[src/cms_pkg.sv]
// Purpose: Shared constants for the control mode and strap decoder
// Assumes: Strap pins already resolved to digital levels outside this block
// Notes: Register offsets apply to the plain register port only
package cms_pkg;
    localparam int ADDR_W = 4;
    localparam int DATA_W = 8;
    localparam logic [3:0] MASTER_CONFIG_OFS = 4'h0;
    localparam logic [3:0] CLOCK_RATE_CONFIG_OFS = 4'h1;
    localparam logic [3:0] STATUS_OFS = 4'h2;
    localparam int MC_AUX_EN_BIT = 0;
    localparam logic [7:0] MC_RESET = 8'h00;
    localparam logic [7:0] CCR_RESET = 8'h00;
    localparam logic [7:0] CCR_MASK = 8'h07;
    localparam logic [7:0] UNMAPPED_READ = 8'h00;

    typedef enum logic [1:0] {
        CMS_MODE_HW = 2'b00,
        CMS_MODE_SERIAL = 2'b01,
        CMS_MODE_PARALLEL = 2'b10
    } cms_mode_t;

    typedef enum logic [1:0] {
        CMS_IMP_75 = 2'b00,
        CMS_IMP_100 = 2'b01,
        CMS_IMP_110 = 2'b10,
        CMS_IMP_120 = 2'b11
    } cms_imp_t;

    typedef enum logic [1:0] {
        CMS_CODE_AMI = 2'b00,
        CMS_CODE_B8ZS = 2'b01,
        CMS_CODE_HDB3 = 2'b10
    } cms_code_t;
endpackage

[src/cms_strap_decode.sv]
// Purpose: Control mode, strap and scan pin decode with aux clock gating
// Assumes: Three-level mode pin arrives as separate low and mid threshold comparators
// Notes: Aux clock divides core_clk by 2*(rate+1)
// Notes: Strap roles follow the raw mode decode, in step with mode
//
// Added by the designer: the placing of the registers and strobed register access.
`timescale 1ns/10ps
////////////////////////////////////////////////////////////////////////////////
module cms_strap_decode #(
    parameter bit E1_DEFAULT_120 = 1'b0 // Set for the 120 ohm variant
) (
    input wire logic core_clk, // System clock
    input wire logic rst_n, // Async reset, active low
    input wire logic mode_above_low, // Mode pin above low threshold
    input wire logic mode_above_mid, // Mode pin above mid threshold
    input wire logic mux_imp_pin, // Multiplex select / line_impedance_select
    input wire logic style_code_pin, // bus_style_select / line code select
    input wire logic e1_mode, // Line operates in E1
    input wire logic j1_mode, // Line operates in J1 (T1 family)
    input wire logic scan_mode_pin, // Scan mode select, pulled low
    input wire logic los8_scan_en_in, // loss_of_signal_out_ch8 pad input
    input wire logic los8_value, // Loss flag to show on the shared pin
    input wire logic [cms_pkg::ADDR_W-1:0] reg_addr, // Register address
    input wire logic [cms_pkg::DATA_W-1:0] reg_wdata, // Write data
    input wire logic reg_wr, // Write strobe
    input wire logic reg_rd, // Read strobe
    output logic [cms_pkg::DATA_W-1:0] reg_rdata, // Read data, cycle after strobe
    output cms_pkg::cms_mode_t mode, // Decoded control mode
    output logic bus_muxed, // Parallel bus multiplexed
    output logic bus_rw_strobes, // Separate read and write strobes
    output cms_pkg::cms_imp_t impedance, // Hardware mode impedance
    output cms_pkg::cms_code_t line_code, // Hardware mode line code
    output logic scan_active, // Scan test mode
    output logic scan_shift_en, // Scan shift enable
    output logic los8_out, // Shared pin drive value
    output logic los8_oe_n, // Shared pin enable, low drives
    output logic aux_clock_out, // Programmable clock value
    output logic aux_clock_oe_n // Aux pin enable, low drives
);
    import cms_pkg::*;

    ////////////////////////////////////////////////////////////////////////////
    // Pin synchronisers: stage one is read by stage two only
    // Straps are levels, so two flops only guard against metastability
    logic [5:0] sync1_q;
    logic [5:0] sync2_q;
    always_ff @(posedge core_clk or negedge rst_n)
    begin
        if (!rst_n)
            sync1_q <= 6'h00;
        else
            sync1_q <= {los8_scan_en_in, scan_mode_pin, style_code_pin, mux_imp_pin,
                        mode_above_mid, mode_above_low};
    end

    always_ff @(posedge core_clk or negedge rst_n)
    begin
        if (!rst_n)
            sync2_q <= 6'h00;
        else
            sync2_q <= sync1_q;
    end

    logic s_low;
    logic s_mid;
    logic s_mux;
    logic s_style;
    logic s_scan;
    logic s_scan_en;
    assign s_low = sync2_q[0];
    assign s_mid = sync2_q[1];
    assign s_mux = sync2_q[2];
    assign s_style = sync2_q[3];
    assign s_scan = sync2_q[4];
    assign s_scan_en = sync2_q[5];

    ////////////////////////////////////////////////////////////////////////////
    // Mode decode
    cms_mode_t mode_d;
    always_comb
    begin
        case ({s_mid, s_low})
            2'b00: mode_d = CMS_MODE_HW;
            2'b01: mode_d = CMS_MODE_SERIAL;
            2'b11: mode_d = CMS_MODE_PARALLEL;
            default: mode_d = CMS_MODE_HW; // Inconsistent comparators: safest mode
        endcase
    end

    always_ff @(posedge core_clk or negedge rst_n)
    begin
        if (!rst_n)
            mode <= CMS_MODE_HW;
        else
            mode <= mode_d;
    end

    ////////////////////////////////////////////////////////////////////////////
    // Dual-function strap routing, unselected role held at zero
    function automatic cms_imp_t imp_decode(input logic sel, input logic e1,
                                            input logic j1, input logic swap);
        logic eff;
        eff = e1 ? (sel ^ swap) : sel;
        if (e1)
            imp_decode = eff ? CMS_IMP_120 : CMS_IMP_75;
        else
            imp_decode = sel ? (j1 ? CMS_IMP_110 : CMS_IMP_120) : CMS_IMP_100;
    endfunction

    // Host-only features: register writes and the aux clock
    function automatic logic host_mode(input cms_mode_t m);
        host_mode = m != CMS_MODE_HW;
    endfunction

    // Each strap role in its own flop; the unselected role reads as zero
    always_ff @(posedge core_clk or negedge rst_n)
    begin
        if (!rst_n)
            bus_muxed <= 1'b0;
        else
        begin
            case (mode_d)
                CMS_MODE_PARALLEL: bus_muxed <= s_mux;
                default: bus_muxed <= 1'b0;
            endcase
        end
    end

    always_ff @(posedge core_clk or negedge rst_n)
    begin
        if (!rst_n)
            bus_rw_strobes <= 1'b0;
        else
        begin
            case (mode_d)
                CMS_MODE_PARALLEL: bus_rw_strobes <= s_style;
                default: bus_rw_strobes <= 1'b0;
            endcase
        end
    end

    always_ff @(posedge core_clk or negedge rst_n)
    begin
        if (!rst_n)
            impedance <= CMS_IMP_75;
        else
        begin
            case (mode_d)
                CMS_MODE_HW: impedance <= imp_decode(s_mux, e1_mode, j1_mode,
                                                     E1_DEFAULT_120);
                default: impedance <= CMS_IMP_75;
            endcase
        end
    end

    // E1 picks HDB3 as the zero-suppression code; J1 and T1 both take B8ZS
    always_ff @(posedge core_clk or negedge rst_n)
    begin
        if (!rst_n)
            line_code <= CMS_CODE_AMI;
        else
        begin
            case (mode_d)
                CMS_MODE_HW:
                begin
                    if (s_style)
                        line_code <= CMS_CODE_AMI;
                    else if (e1_mode)
                        line_code <= CMS_CODE_HDB3;
                    else
                        line_code <= CMS_CODE_B8ZS;
                end
                default: line_code <= CMS_CODE_AMI;
            endcase
        end
    end

    ////////////////////////////////////////////////////////////////////////////
    // Scan test and the shared loss-of-signal pin
    // Scan pin changes reach scan_active, scan_shift_en and los8_oe_n in the same cycle
    always_ff @(posedge core_clk or negedge rst_n)
    begin
        if (!rst_n)
            scan_active <= 1'b0;
        else
            scan_active <= s_scan;
    end

    always_ff @(posedge core_clk or negedge rst_n)
    begin
        if (!rst_n)
            scan_shift_en <= 1'b0;
        else
            scan_shift_en <= s_scan & s_scan_en;
    end

    always_ff @(posedge core_clk or negedge rst_n)
    begin
        if (!rst_n)
            los8_out <= 1'b0;
        else
            los8_out <= los8_value;
    end

    always_ff @(posedge core_clk or negedge rst_n)
    begin
        if (!rst_n)
            los8_oe_n <= 1'b1;
        else
            los8_oe_n <= s_scan;
    end

    ////////////////////////////////////////////////////////////////////////////
    // Registers
    logic [7:0] mc_q;
    logic [7:0] ccr_q;
    logic aux_en;
    logic [7:0] status_word;
    assign aux_en = mc_q[MC_AUX_EN_BIT] && host_mode(mode);
    // Status view of what the pins decoded to
    assign status_word = {2'h0, line_code, scan_active, aux_en, mode};

    // Writes only land in host modes; reads work in every mode
    always_ff @(posedge core_clk or negedge rst_n)
    begin
        if (!rst_n)
        begin
            mc_q <= MC_RESET;
            ccr_q <= CCR_RESET;
        end
        else if (reg_wr && host_mode(mode))
        begin
            if (reg_addr == MASTER_CONFIG_OFS)
                mc_q <= reg_wdata;
            if (reg_addr == CLOCK_RATE_CONFIG_OFS)
                ccr_q <= reg_wdata & CCR_MASK;
        end
    end

    // Read data stands one cycle, zero otherwise
    always_ff @(posedge core_clk or negedge rst_n)
    begin
        if (!rst_n)
            reg_rdata <= UNMAPPED_READ;
        else if (reg_rd)
        begin
            case (reg_addr)
                MASTER_CONFIG_OFS: reg_rdata <= mc_q;
                CLOCK_RATE_CONFIG_OFS: reg_rdata <= ccr_q;
                STATUS_OFS: reg_rdata <= status_word;
                default: reg_rdata <= UNMAPPED_READ;
            endcase
        end
        else
            reg_rdata <= UNMAPPED_READ;
    end

    ////////////////////////////////////////////////////////////////////////////
    // Aux clock divider; stops and floats whenever disabled
    // Stopping low makes the first edge after enable a clean rise
    // Half period is rate + 1 clocks
    logic [7:0] div_q;
    always_ff @(posedge core_clk or negedge rst_n)
    begin
        if (!rst_n)
            div_q <= 8'h00;
        else if (!aux_en || div_q >= ccr_q)
            div_q <= 8'h00;
        else
            div_q <= div_q + 8'h01;
    end

    always_ff @(posedge core_clk or negedge rst_n)
    begin
        if (!rst_n)
            aux_clock_out <= 1'b0;
        else if (!aux_en)
            aux_clock_out <= 1'b0;
        else if (div_q >= ccr_q)
            aux_clock_out <= ~aux_clock_out;
    end

    always_ff @(posedge core_clk or negedge rst_n)
    begin
        if (!rst_n)
            aux_clock_oe_n <= 1'b1;
        else
            aux_clock_oe_n <= !aux_en;
    end
endmodule

[config.mk]
export PLATFORM = sky130hd
export DESIGN_NAME = cms_strap_decode
export DESIGN_NICKNAME = d
export VERILOG_FILES = /design/src/cms_pkg.sv /design/src/cms_strap_decode.sv
export SDC_FILE = /design/constraint.sdc
export NUM_CORES = 1
export LEC_CHECK = 0
export BUFFER_PORTS_ARGS = -buffer_cell sky130_fd_sc_hd__buf_2
export CORE_MARGIN = 2
export CORE_UTILIZATION = 47
export CTS_BUF_LIST = sky130_fd_sc_hd__clkbuf_16
export DETAILED_ROUTE_END_ITERATION = 8
export GPL_ROUTABILITY_DRIVEN = 0
export PLACE_DENSITY = 0.72
export SLEW_MARGIN = 20
export SYNTH_ARGS = -nofsm -noshare
export SYNTH_HDL_FRONTEND = slang
export SYNTH_SLANG_ARGS = --single-unit
export TNS_END_PERCENT = 100
[constraint.sdc]
create_clock -name core_clk -period 3.81 [get_ports core_clk]
set_input_delay 0.5715 -clock core_clk [delete_from_list [all_inputs] [get_ports core_clk]]
set_output_delay 0.5715 -clock core_clk [all_outputs]
set_load 0.02 [all_outputs]
Word-level counts from Yosys, hierarchy flattened
Index checks and enable logic that the tools add are counted.
W data, S select, Z words.
- output and inout bits: 22
- bits in registers: 53
- bitwise logic cells: 2
- reductions and logical operators: 9
- $lt $le $gt $ge: 1
- equal/unequal tests: 6
- mux-type cells: 16
- $add $sub $neg: 1
- operators by type and width (kind ; number):
    $pmux W8 S3 ; 1
    $mux W8 ; 2
    $mux W2 ; 7
    $add A8 B1 Y8 const B ; 1
    $ge A8 B3 Y1 ; 1
    $mux W1 ; 5
    $eq A2 B2 Y1 const B ; 2
    $eq A4 B1 Y1 const B ; 1
    $eq A4 B2 Y1 const B ; 1
    $logic_not A4 Y1 ; 1
    $pmux W2 S2 ; 1
    $reduce_and A2 Y1 ; 2
    $eq A2 B1 Y1 const B ; 1
    $logic_and A1 B1 Y1 ; 2
    $logic_not A2 Y1 ; 1
    $ne A2 B1 Y1 const B ; 1
    $reduce_bool A2 Y1 ; 1
    $and A1 B1 Y1 ; 1
    $logic_not A1 Y1 ; 1
    $logic_or A1 B1 Y1 ; 1
    $not A1 Y1 ; 1

Depth between registers and ports, before layout
- depth in word-level cells: 5
- depth in mapped cells: 5
- depth with buffers taken out: 5

Worst setup path after synthesis
No wires, ideal clock.
- path type: in2reg
- start: input port reg_addr[1] (netlist bit)
- end: register mc_q[0]
- stages on the path: 4
- required time: 3.685 ns
- setup slack: 2.337 ns
- arrival: 1.349 ns
- buffers on the path: 1
- path through: buf_6 -> nor2_1 -> o2111ai_2 -> mux2_2
- word-level cells in the longest chain between the ends: 2
- ends and longest elaborated chain (what ; RTL line ; source):
    start: declaration ; cms_strap_decode.sv:23 ; input wire logic [cms_pkg::ADDR_W-1:0] reg_addr,
    $logic_not A4 Y1 ; cms_strap_decode.sv:233 ; if (reg_addr == MASTER_CONFIG_OFS)
    $reduce_and A2 Y1 (no line) ; -- ;
    end signal: assignment ; cms_strap_decode.sv:234 ; mc_q <= reg_wdata;
    end: declaration ; cms_strap_decode.sv:215 ; logic [7:0] mc_q;
Every way passes these cells.
A chain may end at the register's enable or synchronous reset.

Worst setup path after layout
- start: register div_q[0]
- end: register div_q[0]
- word-level cells in the longest chain between the ends: 3
- elaborated cells between the ends (all ways): 4
- classes of those cells: 1 x add/sub; 1 x order compare; 1 x mux; 1 x reduce/logical
- ends and longest elaborated chain (what ; RTL line ; source):
    start: declaration ; cms_strap_decode.sv:262 ; logic [7:0] div_q;
    start signal: assignment ; cms_strap_decode.sv:270 ; div_q <= div_q + 8'h01;
    $ge A8 B3 Y1 ; cms_strap_decode.sv:267 ; else if (!aux_en || div_q >= ccr_q)
    $logic_or A1 B1 Y1 ; cms_strap_decode.sv:267 ;
    $mux W8 * ; cms_strap_decode.sv:267 ;
Mark *: on every way between the ends. The rest lies on a longest branch, timed or not.

==> out/metrics.cfg <==
[status]
status = finished, final reports clean

[global_routing]
gr-max-usage-layer = met2
gr-total-overflow = 0
met1_usage_pct = 15.3
gr-usage-all-layers_pct = 15.1
grt_pass1_wl_mm = 4.92
grt_max_degree = 54
grt_util_met3_pct = 5.00
grt_pass1_vias = 1156
grtUsageMet2_pct = 27.6
antenna_found_initial = 0

[floorplan]
fp.dieH_um = 67.7
die-width_um = 67.7
top_level_ports = 47
start_util_pct = 48.3
die-area_um2 = 4580
row_count = 23
core_um2 = 3940

[timing]
hold_viol = 0
skew_ns = 0.00514
setup_tns_ns = 0
fin_crit_sh_pct = 41.2
rsz0062_at_grt = no
worstMarginPinSlew_ns = 0.620
setup-violations-final = 0
slew_headroom_pct = 58.6
fin_crit_ns = 1.57
slew_viol_final = 0
timing.fmax_mhz = 637

[drt]
drt-pass1-iter-count = 4
ant_nets = 0
drc = 0
viasPerCell = 4.87
wl_per_cell_um = 12.9
drtIter0Drc = 78
vias = 1159
wl_mm = 3.06

[cts]
htree_levels = 2
hold_buffers = 0
post_cts_resized = 0
clk_path_buf_depth = 2
insertion_delay_ns = 0.29
post-cts-setup-buffer-count = 0
cts_tree = yes
cts_made_buffers = 5
cts-root-buf = clkbuf_16
clkTransAtPathRegs_ns = 0.06
numClockSinks = 53

[synthesis]
yosysMostFrequentCell = dfrtp_1
synth_xor_area_share_pct = 0.919
syn_avg_cell_area_um2 = 14.4
synth_top_area_cell = dfrtp_1
muxShareOfSynthArea_pct = 9.65
synth.distinct_cells = 33
ys_seq_elements = 53
dominantRegCellSynth = dfrtp_1
yosysTopAreaCellShare_pct = 67.0
synthAdderAreaFrac_pct = 2.63
synth_area_um2 = 1910
synth_top_family_by_area = simple AND/OR/NAND/NOR gates
synth_compound_area_share_pct = 4.46
yosys_warnings = 0
synth_commonest_cells = 51 x dfrtp_1, 12 x nor2_1, 11 x mux2_2
ys_top_cells_by_area = dfrtp_1 67%, mux2_2 6.5%, mux2i_1 3.2%
synth_edf_count = 0
ys_async_sr_fraction_pct = 100
synthSimpleGateAreaFrac_pct = 10.4
synthCells = 132
yosysSeqAreaShare_pct = 69.7

[finish]
n_fill_cell = 329
utilization_pct = 59.3
instances_no_fill = 238
final_area_um2 = 2340
syn2layout_area_growth_pct = 22.7
final_nets = 216
n_antenna_cell = 0
multi_input_area_um2 = 551
drive_gt1_share_pct = 37.2
register_area_um2 = 1330

[placed_design]
port_buffers = 46
dp_hpwl_mm = 2.20
placedInstanceArea_um2 = 2200
placed_cells = 230

[power]
p_seq_share_pct = 54.6
power_frac_clock_pct = 36.4
finalPower_uw = 1150
p_int_uw = 890
powerDensity_nw_per_um2 = 490
share_comb_of_total_power_pct = 9.0
switching_share_pct = 22.3
p_switching_uw = 256
leakagePower_uw = 0.00119
peakVddDrop_mv = 0.247

[worst_setup_path]
cp_max_fo = 4
worstSetupEndpointType = register
r2r-start = div_q[0]
worstPathRequired_ns = 4.02
r2r_slack_ns = 2.24
arrival_ns = 1.78
crit_type = reg2reg
cp-start-kind = register
critPathLaunch = div_q[0]

[job]
drv_cap = 0

[worst_hold_path]
hold_path.class = in2async

[area by class of cell]
cell class	instances	area share, %
sequential	53	56.8
multi-input combinational	74	23.5
timing repair buffer	46	9.95
clock buffer	5	5.35
tap	50	2.68
inverter	7	1.12
clock inverter	3	0.535
[worst paths after layout]
kind,cells past startpoint,endpoint
setup / recovery,5,div_q[0]
hold / removal,1,reg_rdata[6]
setup reg to reg,5,div_q[0]
hold reg to reg,0,sync2_q[1]
max in group asynchronous,1,line_code[1]
min in group core_clk,0,sync2_q[1]
[cells in the final DEF (no fill, tap or decap), types with 2 or more instances in the layout]
cell type and count:
conb_1 4, nor2_1 12, clkinv_1 2, mux2_2 11, inv_1 7, clkbuf_16 5, nand2_1 5, buf_2 45
o21ai_0 2, mux2i_1 6, dfstp_2 2, nor2b_1 2, o2111ai_1 2, and2_1 4, and3_1 2, nor3b_1 2
ha_1 4, a21oi_1 2, dfrtp_1 51
[power by group through the flow]
stage | registers (uW) | clock network (uW) | logic [uW]
after floorplan | 643 | 0 | 50.6
after detailed placement | 636 | 0 | 104
after CTS | 626 | 427 | 105
after global routing | 629 | 448 | 116
final | 625 | 417 | 103
after global placement | 634 | 0 | 101
[state kept, by name (all words and copies together) (netlist names), 2 cells and up]
name / cells
ccr_q: 3
div_q: 8
impedance: 2
line_code: 2
mc_q: 8
mode: 2
reg_rdata: 8
sync1_q: 6
sync2_q: 6
[through the flow]
| step | hold slack (ns) | setup WS, ns |
|---|---|---|
| after floorplan | 0.276 | 2.34 |
| after global placement | 0.332 | 2.16 |
| after detailed placement | 0.335 | 2.11 |
| after CTS | 0.349 | 2.24 |
| after global routing | 0.356 | 2.15 |
| final | 0.291 | 2.24 |
[critical path, stage by stage, from the launching register on]
cell	delay, ns
dfrtp_1	0.41
inv_1	0.06
ha_1	0.27
nor3b_1	0.27
o2111ai_1	0.28
nor2_1	0.20
[cells by family after synthesis]
logic type	after synthesis
other cells	1
buf+inv	8
simple gates	36
compound gates	11
fa+ha+maj	4
xor+xnor	2
mux	17
flops	53
[routing by layer]
metal | share of wire (%) | wire, um
met1 | 38 | 1180
met2 | 54 | 1650
met3 | 5.9 | 180
met4 | 1.8 | 54
met5 | 0 | 0
Power figures use the tool's default switching activity.
